**config.mk**
```make
export PLATFORM = sky130hd
export DESIGN_NAME = scm_config_if
export DESIGN_NICKNAME = d
export VERILOG_FILES = /design/src/rtl/scm_config_if.v
export VERILOG_INCLUDE_DIRS = /design/src /design/src/inc
export SDC_FILE = /design/constraint.sdc
export NUM_CORES = 1
export LEC_CHECK = 0
export ABC_AREA = 1
export ABC_CLOCK_PERIOD_IN_PS = 3300
export BUFFER_PORTS_ARGS = -buffer_cell sky130_fd_sc_hd__buf_2
export CORE_AREA = 2 2 264 266
export CTS_CLUSTER_SIZE = 25
export DETAILED_ROUTE_END_ITERATION = 12
export DIE_AREA = 0 0 266 268
export PLACE_DENSITY = 0.47
export SLEW_MARGIN = 10
export SYNTH_ARGS = -nofsm -noshare
export SYNTH_HDL_FRONTEND = slang
export SYNTH_SLANG_ARGS = --single-unit
```
**constraint.sdc**
```tcl
create_clock -name sys_clk -period 3.3 [get_ports sys_clk]
set_input_delay 0.66 -clock sys_clk [delete_from_list [all_inputs] [get_ports sys_clk]]
set_output_delay 0.66 -clock sys_clk [all_outputs]
set_load 0.03 [all_outputs]
```
**src/inc/scm_map.vh**
```
// Constants for the servo configuration-mode interface
`ifndef SCM_MAP_VH
`define SCM_MAP_VH
`define SCM_NUM_WORDS 10
`define SCM_WORD_W 16
`define SCM_IMAGE_BYTES 20
`define SCM_WORD_CTRL 4'h0
`define SCM_WORD_SPARE 4'h1
`define SCM_WORD_PARAM_FIRST 4'h2
`define SCM_WORD_PARAM_LAST 4'h9
`define SCM_MB_BASE 16'h0400
`define SCM_MB_LAST 16'h0409
`define SCM_BIT_MODE 15
`define SCM_CMD_HI 11
`define SCM_CMD_LO 8
`define SCM_BLK_HI 3
`define SCM_BLK_LO 0
`define SCM_RSVD_MASK 16'h70F0
`define SCM_CMD_NOP0 4'h0
`define SCM_CMD_STATUS 4'h1
`define SCM_CMD_READ 4'h2
`define SCM_CMD_NOP8 4'h8
`define SCM_CMD_WRITE 4'hA
`define SCM_BLK_DATA 4'h1
`define SCM_BLK_FLASH 4'hF
`define SCM_BLK_MAX_VALID 4'h6
`define SCM_BLK_RSVD 4'h4
`define SCM_ENDIAN_BIT 0
`define SCM_RESP_OK 4'h0
`define SCM_RESP_CFG_ERR 4'h1
`define SCM_RESP_CMD_ERR 4'h2
`define SCM_RESP_BAD_WORD 4'h3
`endif

```
**src/rtl/scm_config_if.v**
```verilog
// Configuration-mode front end of a networked servo drive
`timescale 1ns/1ps
`include "scm_map.vh"

// What this block does
// - Bit 15 of output word 0 selects configuration (1) or command (0) mode.
// - In command mode with drive enabled, configuration is refused with command error.
// - Invalid configuration at power up forces configuration mode, reporting first bad parameter.
// - Configuration is loaded from flash first at power up as the default.
// - Network-supplied configuration at connection overrides the flash configuration if it comes before the first image update.
// - Valid configuration at power up starts the device in command mode.
// - In command mode, power stage enabled only while host enable bit set.
// - Written configuration lives in volatile storage until an explicit save command.
// - Cyclic image is twenty bytes each way, ten 16-bit words.
// - Default 32-bit order is low word first.
// - Data-endian parameter switches 32-bit values to high word first.
// - Word 0 is the control word; word 1 is reserved, written zero.
// - Words 2 to 9 carry parameters of the selected data block.
// - Output word n also reachable as holding register 1024 plus n.
// - Bits 11-8 hold the command number decoded into an operation.
// - Bits 3-0 select the configuration data block.
// - Command 2 reads, A writes; block F restores defaults or saves to flash.
// - Bit 0 of data configuration block selects word order.
module scm_config_if (
   input wire sys_clk, // 100 MHz system clock
   input wire rst_n, // Synchronous reset, active low
   input wire img_valid, // One-cycle pulse: whole output image updated
   input wire [159:0] img_words, // Ten output words, word 0 in bits 15:0
   input wire mb_wr, // Holding register write strobe
   input wire [15:0] mb_addr, // Holding register number
   input wire [15:0] mb_wdata, // Holding register write data
   input wire mb_commit, // Pulse: holding registers form a new image
   input wire flash_ready, // Pulse: flash image presented at power up
   input wire [127:0] flash_cfg, // Stored parameter words of data block
   input wire flash_valid, // Stored configuration passed its checks
   input wire net_cfg_stb, // Pulse: configuration from connection setup
   input wire [127:0] net_cfg, // Connection-setup parameter words
   input wire net_cfg_valid, // Connection configuration passed its checks
   input wire [3:0] bad_param, // Index of first parameter in error
   input wire drive_en_req, // Host drive-enable request bit
   input wire [31:0] pos_value, // Position value to report
   output reg cfg_mode_q, // 1 while in configuration mode
   output reg ready_q, // Power-up load done
   output reg motor_en_q, // Power stage enable
   output reg [3:0] resp_code_q, // Last response code
   output reg [3:0] err_param_q, // First parameter in error
   output reg [3:0] op_cmd_q, // Accepted command number
   output reg [3:0] op_blk_q, // Accepted block number
   output reg op_stb_q, // One-cycle pulse: command accepted
   output reg flash_save_q, // One-cycle pulse: save RAM to flash
   output reg defaults_q, // One-cycle pulse: restore factory defaults
   output reg big_endian_q, // Active word order
   output reg [15:0] pos_first_q, // First word of reported position
   output reg [15:0] pos_second_q, // Second word of reported position
   output reg [127:0] ram_cfg_q // Active parameter words in volatile store
);

   // ==========================================================
   // Modbus shadow of the output image
   reg [15:0] mb_img_q [0:`SCM_NUM_WORDS-1];
   reg [15:0] mb_idx;
   reg [159:0] mb_flat;
   integer i;
   integer k;

   always @* begin
      mb_idx = mb_addr - `SCM_MB_BASE;
      for (i = 0; i < `SCM_NUM_WORDS; i = i + 1) begin
         mb_flat[i*16 +: 16] = mb_img_q[i];
      end
   end

   always @(posedge sys_clk) begin
      if (!rst_n) begin
         for (k = 0; k < `SCM_NUM_WORDS; k = k + 1) begin
            mb_img_q[k] <= 16'h0000;
         end
      end else if (mb_wr && mb_addr >= `SCM_MB_BASE && mb_addr <= `SCM_MB_LAST) begin
         mb_img_q[mb_idx[3:0]] <= mb_wdata;
      end
   end

   // ==========================================================
   // Image snapshot: the control word is taken whole on each update
   wire upd = img_valid | mb_commit;
   wire [159:0] src = img_valid ? img_words : mb_flat;
   wire [15:0] ctl = src[15:0];
   wire [15:0] spare = src[31:16];
   wire [127:0] params = src[159:32];
   wire [3:0] cmd = ctl[`SCM_CMD_HI:`SCM_CMD_LO];
   wire [3:0] blk = ctl[`SCM_BLK_HI:`SCM_BLK_LO];

   function cmd_legal;
      input [3:0] c;
      input [3:0] b;
      begin
         case (c)
            `SCM_CMD_NOP0, `SCM_CMD_NOP8, `SCM_CMD_STATUS: cmd_legal = (b == 4'h0);
            `SCM_CMD_READ, `SCM_CMD_WRITE: cmd_legal = (b == `SCM_BLK_FLASH) ||
               (b != 4'h0 && b != `SCM_BLK_RSVD && b <= `SCM_BLK_MAX_VALID);
            default: cmd_legal = 1'b0;
         endcase
      end
   endfunction

   wire word_ok = ((ctl & `SCM_RSVD_MASK) == 16'h0000) && (spare == 16'h0000);
   // A config word taken while the stage is off must keep the stage off in the same edge
   wire to_cfg = upd && ctl[`SCM_BIT_MODE] && !motor_en_q;

   // ==========================================================
   // Power-up sequencing and mode control
   localparam ST_WAIT_FLASH = 2'b00;
   localparam ST_WAIT_NET = 2'b01;
   localparam ST_RUN = 2'b10;
   reg [1:0] st_q;

   always @(posedge sys_clk) begin
      if (!rst_n) begin
         st_q <= ST_WAIT_FLASH;
         cfg_mode_q <= 1'b1;
         ready_q <= 1'b0;
         motor_en_q <= 1'b0;
         resp_code_q <= `SCM_RESP_OK;
         err_param_q <= 4'h0;
         op_cmd_q <= 4'h0;
         op_blk_q <= 4'h0;
         op_stb_q <= 1'b0;
         flash_save_q <= 1'b0;
         defaults_q <= 1'b0;
         big_endian_q <= 1'b0;
         ram_cfg_q <= 128'h0;
      end else begin
         op_stb_q <= 1'b0;
         flash_save_q <= 1'b0;
         defaults_q <= 1'b0;
         case (st_q)
            ST_WAIT_FLASH: begin
               if (flash_ready) begin
                  ram_cfg_q <= flash_cfg;
                  big_endian_q <= flash_cfg[`SCM_ENDIAN_BIT];
                  cfg_mode_q <= ~flash_valid;
                  err_param_q <= flash_valid ? 4'h0 : bad_param;
                  resp_code_q <= flash_valid ? `SCM_RESP_OK : `SCM_RESP_CFG_ERR;
                  ready_q <= 1'b1;
                  st_q <= ST_WAIT_NET;
               end
            end
            ST_WAIT_NET, ST_RUN: begin
               if (st_q == ST_WAIT_NET && net_cfg_stb) begin
                  ram_cfg_q <= net_cfg;
                  big_endian_q <= net_cfg[`SCM_ENDIAN_BIT];
                  cfg_mode_q <= ~net_cfg_valid;
                  err_param_q <= net_cfg_valid ? 4'h0 : bad_param;
                  resp_code_q <= net_cfg_valid ? `SCM_RESP_OK : `SCM_RESP_CFG_ERR;
                  st_q <= ST_RUN;
               end else if (upd) begin
                  st_q <= ST_RUN;
                  if (ctl[`SCM_BIT_MODE]) begin
                     // A config request while the drive runs is refused outright
                     if (motor_en_q) begin
                        resp_code_q <= `SCM_RESP_CMD_ERR;
                     end else if (!word_ok || !cmd_legal(cmd, blk)) begin
                        cfg_mode_q <= 1'b1;
                        resp_code_q <= `SCM_RESP_BAD_WORD;
                     end else begin
                        cfg_mode_q <= 1'b1;
                        resp_code_q <= `SCM_RESP_OK;
                        op_cmd_q <= cmd;
                        op_blk_q <= blk;
                        op_stb_q <= 1'b1;
                        if (cmd == `SCM_CMD_WRITE && blk == `SCM_BLK_FLASH) begin
                           flash_save_q <= 1'b1;
                        end else if (cmd == `SCM_CMD_READ && blk == `SCM_BLK_FLASH) begin
                           defaults_q <= 1'b1;
                        end else if (cmd == `SCM_CMD_WRITE) begin
                           ram_cfg_q <= params;
                           if (blk == `SCM_BLK_DATA) begin
                              big_endian_q <= params[`SCM_ENDIAN_BIT];
                           end
                        end
                     end
                  end else begin
                     cfg_mode_q <= 1'b0;
                  end
               end
               // Drive enable follows the request only in command mode
               motor_en_q <= (st_q == ST_RUN) && !cfg_mode_q && !to_cfg && drive_en_req;
            end
            default: st_q <= ST_WAIT_FLASH;
         endcase
      end
   end

   // ==========================================================
   // 32-bit word order of reported position
   always @(posedge sys_clk) begin
      if (!rst_n) begin
         pos_first_q <= 16'h0000;
         pos_second_q <= 16'h0000;
      end else if (big_endian_q) begin
         pos_first_q <= pos_value[31:16];
         pos_second_q <= pos_value[15:0];
      end else begin
         pos_first_q <= pos_value[15:0];
         pos_second_q <= pos_value[31:16];
      end
   end

endmodule

```
After elaboration in Yosys (flattened, before gate mapping)
Memories as Yosys holds them, arrays and structs flattened. Index checks and enable logic that the tools add are counted.

Register bits after elaboration: 185. Memory bits (writable): 160. Bits of input ports: 494. Output and inout port bits: 183. Memories: 1.

Add/subtract/negate cells: 1. $lt $le $gt $ge: 3. Equal/unequal tests: 20. Multiplexer cells: 65. Bitwise logic cells: 10. Reductions and logical operators: 42.

Memory list: mb_img_q (depth 10, bits a word 16, rd ports 10, clocked after memory_dff 0, wr ports 10, line scm_config_if.v:60) `` reg [15:0] mb_img_q [0:`SCM_NUM_WORDS-1]; ``.

Operator list (count): $mux W128 (9); $pmux W128 S2 (1); $mux W160 (1); $mux W16 (3); $mux W4 (9); $logic_not A16 Y1 (2); $mux W1 (31); $ne A3 B3 Y1 const B (8); $ge A16 B11 Y1 const B (1); $le A16 B11 Y1 const B (1); $pmux W4 S2 (2); $reduce_or A16 Y1 (1); $logic_and A1 B1 Y1 (13); $eq A4 B4 Y1 const B (3); $mux W2 (5); $reduce_and A10 Y1 (1); $not A1 Y1 (9); $reduce_and A9 Y1 (1); $eq A4 B1 Y1 const B (2); $logic_not A4 Y1 (2); $reduce_and A4 Y1 (2); $reduce_or A8 Y1 (1); $reduce_or A7 Y1 (1); $pmux W1 S2 (3); other kinds (21) (29).

Logic depth before layout (Yosys ltp)
An unclocked memory read counts as a cell.

Depth in word-level cells: 21. Mapped depth: 16.

Worst setup path after synthesis
No wires, ideal clock.

Path kind: in2reg. Start point: input port mb_addr[1]. End point: memory mb_img_q[4][0] (enable). Library setup time: 372 ps. Data arrival time: 2371 ps. Data required time: 2928 ps. Setup slack: 557 ps. Stages: 9. Buffers on the path: 1. Cell sequence: o21a_1 -> nor3_1 -> nand2_1 -> nor2_2 -> inv_2 -> nor3_2 -> nand2_1 -> clkbuf_1 -> nand2_1.

RTL lines: start, declared (line scm_config_if.v:30) `input wire [15:0] mb_addr,`; end, declared (line scm_config_if.v:60).

Worst setup path in the final report
Start point: register st_q[1]. End point: register defaults_q.

Word-level cells in the longest chain between the ends: 4.

Ends and longest elaborated chain: start, declared (line scm_config_if.v:115) `reg [1:0] st_q;`; start signal, assigned (line scm_config_if.v:119) `st_q <= ST_WAIT_FLASH;`; start signal, assigned (line scm_config_if.v:145) `st_q <= ST_WAIT_NET;`; start signal, assigned (line scm_config_if.v:155) `st_q <= ST_RUN;`; $eq A2 B1 Y1 / $eq A2 B2 Y1 (equally long branches) (line scm_config_if.v:136, scm_config_if.v:149); $reduce_or A2 Y1; $not A1 Y1 (no line); $reduce_or A8 Y1 (no line) *; end signal, assigned (line scm_config_if.v:129) `defaults_q <= 1'b0;`; end signal, assigned (line scm_config_if.v:135) `defaults_q <= 1'b0;`; end signal, assigned (line scm_config_if.v:174) `defaults_q <= 1'b1;`; end, declared (line scm_config_if.v:51) `output reg defaults_q,`.

Every way passes the cells marked *; elsewhere a longest branch is shown, timed or not. A chain may end at the register's enable or synchronous reset.

==> impl_metrics.env <==
export IMPL_cp_slowest_cell="nor4_1"
export IMPL_cp_end_kind="flop"
export IMPL_fmax_ghz=0.3586
export IMPL_postPlaceCellArea_um2=20730
export IMPL_initial_utilization_pct=24.01
export IMPL_die_w_um=266
export IMPL_h_tree_depth=2
export IMPL_crit_required_ps=3680
export IMPL_ctsHoldBuffers=0
export IMPL_port_buffers=674
export IMPL_final_cell_mix="buf_2, nor2_1, nand2_1"
export IMPL_drive_gt1_share_pct=30.41
export IMPL_clk_latency_ps=580
export IMPL_post_cts_buffers=0
export IMPL_startpoint_type="flop"
export IMPL_synth_cells=2057
export IMPL_grt_max_degree=137
export IMPL_fin_skew_ps=23.43
export IMPL_io_pins=677
export IMPL_worst_slew_pin_slew_ps=1031
export IMPL_tns_ps=0
export IMPL_hold_ws_ps=321.6
export IMPL_power_density_nw_per_um2=670.6
export IMPL_finalCriticalPeriod_ps=2789
export IMPL_gr_total_overflow=0
export IMPL_rsz0062_at_grt="false"
export IMPL_yosysUniqueCellTypes=38
export IMPL_drtIter0Drc=1204
export IMPL_wl_met2_um=37680
export IMPL_arrival_ps=3170
export IMPL_r2r_cells=9
export IMPL_wirelength_um=75960
export IMPL_cts_root_buffer="clkbuf_16"
export IMPL_cts_sinks=343
export IMPL_drt_pre_antenna_iters=5
export IMPL_core_um2=68230
export IMPL_report_final_slew_viol_count=0
export IMPL_relSlewSlack_pct=31.21
export IMPL_final_nets=3163
export IMPL_hpwl_um=55330
export IMPL_cts_tree="yes"
export IMPL_core_rowCount=96
export IMPL_route_detailed_vias_per_inst=4.865
export IMPL_antenna_found_initial=24
export IMPL_whs_path_depth=3
export IMPL_highest_layer="met5"
export IMPL_grt_pass1_vias=17450
export IMPL_ant_nets=0
export IMPL_status="complete, no violations"
export IMPL_final_common_cell="buf_2"
export IMPL_remaining_drc_errors=0
export IMPL_critPathKind="reg -> reg"
export IMPL_setup_viol=0
export IMPL_die_height_um=268
export IMPL_post_route_period_util_pct=84.50
export IMPL_cp_common_cell="inv_4"
export IMPL_grt_pass1_wl_um=108700
export IMPL_clk_path_buf_depth=3
export IMPL_path_max_fanout=38
export IMPL_wl_met3_um=5259
export IMPL_met1Wirelength_um=30080
export IMPL_cts_buffers_inserted=42
export IMPL_slowest_delay_ps=700
export IMPL_gp_congestion=0.8683
export IMPL_final_area_um2=22140
export IMPL_cts_reportedPaths_clkPinSlew_ps=60
export IMPL_synth_seq_cells=343
export IMPL_hp_class="in -> reg"
export IMPL_hold_viol_final=0
export IMPL_ys_warn_count=0
export IMPL_ir_drop_mv=0.4551
export IMPL_die_area_um2=71290
export IMPL_path_cells="inv_1, ha_1, nand2_1, inv_4, nor2_4, inv_4, nor2_1, nand4_1, nor4_1"
export IMPL_drv_cap=0
export IMPL_track_usage_pct=20.38
export IMPL_seq_area_frac_synth_pct=51.69
export IMPL_cts_resized_gates=0
export IMPL_via_count=17470
export IMPL_cellLeakagePower_nw=9.284
export IMPL_syn_area_per_cell_um2=7.965
export IMPL_syn_to_final_growth_pct=35.11
export IMPL_syn_cell_area_um2=16380
export IMPL_post_drt_wl_per_cell_um=21.15
through the flow:
step / total power [mW] / setup slack (ps) / util [%] / cells
2_1_floorplan: 8.477 / 557.1 / - / 2058
3_3_place_gp: 10.24 / 391.0 / 30.39 / 3504
3_5_place_dp: 10.29 / 399.1 / 30.39 / 3504
4_1_cts: 15.03 / 558.8 / 32.41 / 3582
5_1_grt: 15.66 / 390.1 / 32.44 / 3590
6_report: 14.84 / 511.3 / 32.44 / 3592
power breakdown:
part / leakage [nW] / switching, mW / total (mW) / internal [mW]
Sequential: 3.01 / 0.281 / 5.26 / 4.98
Clock: 0.682 / 1.92 / 4.66 / 2.74
Combinational: 5.59 / 3.50 / 4.92 / 1.43
Total: 9.28 / 5.70 / 14.8 / 9.14
layout make-up:
class | instances | area, µm²
Tap cell | 882 | 1104
Multi-Input combinational cell | 1495 | 7012
Inverter | 51 | 206.4
Antenna cell | 10 | 25.02
Timing Repair Buffer | 733 | 3944
Clock buffer | 58 | 1172
Clock inverter | 20 | 203.9
Sequential cell | 343 | 8468
Fill cell | 7344 | 46090
kinds of logic (layout without fill, tap and decap cells):
| logic type | Yosys count | in the layout | synth area share [%] |
|---|---|---|---|
| and+or+nand+nor | 1158 | 1158 | 29.11 |
| other | 1 | 12 | 0.02289 |
| DFF | 343 | 343 | 51.69 |
| AOI/OAI and AO/OA | 332 | 332 | 13.25 |
| buffers and inverters | 220 | 862 | 5.705 |
| adders and majority gates | 3 | 3 | 0.2291 |
final timing paths:
kind | start | end | slack, ps
setup / recovery | st_q[1] | defaults_q | 510
hold / removal | pos_value[20] | pos_first_q[4] | 320
setup reg to reg | st_q[1] | defaults_q | 510
hold reg to reg | op_blk_q[3] | op_blk_q[3] | 440
synthesized netlist by cell type:
master / n / area (µm²)
a21oi_1: 146 / 730.7
nor3_1: 2 / 10.01
o21a_1: 1 / 7.510
o21ai_2: 1 / 8.760
nor4_1: 5 / 31.28
inv_2: 5 / 18.77
buf_2: 27 / 135.1
o21ai_1: 2 / 10.01
o21ai_0: 48 / 240.2
o311ai_0: 127 / 1112
o211ai_1: 1 / 7.510
clkbuf_4: 1 / 7.510
buf_4: 17 / 127.6
nor2_4: 1 / 11.26
nor2_2: 2 / 12.51
nand2_2: 2 / 12.51
o31ai_1: 2 / 15.01
inv_1: 46 / 172.7
edfxtp_1: 160 / 4805
a21oi_2: 1 / 8.760
dfxtp_1: 183 / 3664
buf_1: 6 / 22.52
or2_2: 3 / 18.77
nand4_1: 5 / 31.28
ha_1: 3 / 37.54
and2_1: 1 / 6.260
nor2_1: 508 / 1907
buf_6: 1 / 11.26
nand3b_1: 4 / 30.03
a21oi_4: 1 / 16.27
conb_1: 1 / 3.750
and3_1: 1 / 6.260
a31oi_1: 1 / 6.260
nor3_2: 3 / 30.03
nand3_1: 264 / 1321
o21bai_1: 1 / 7.510
clkbuf_1: 117 / 439.2
nand2_1: 357 / 1340
state kept, by name (all words and copies together) (netlist names):
name,cells
pos_first_q,16
ram_cfg_q,128
motor_en_q,1
err_param_q,4
st_q,2
big_endian_q,1
cfg_mode_q,1
op_blk_q,4
mb_img_q,160
pos_second_q,16
defaults_q,1
op_stb_q,1
ready_q,1
resp_code_q,2
flash_save_q,1
op_cmd_q,4
metal layers:
metal	GRT usage [%]	vias to the layer above
met2	35.91	734
li1	-	8298
met3	4.664	147
met4	8.412	10
met1	23.85	8285
met5	0	-
critical path, delay by kind of cell (launching register included):
kind                       cells  cell delay (ps)
adders and majority gates      1              200
DFF                            1              330
buffers and inverters          3              380
and+or+nand+nor                5             1690
(Power assumes the default switching activity.)
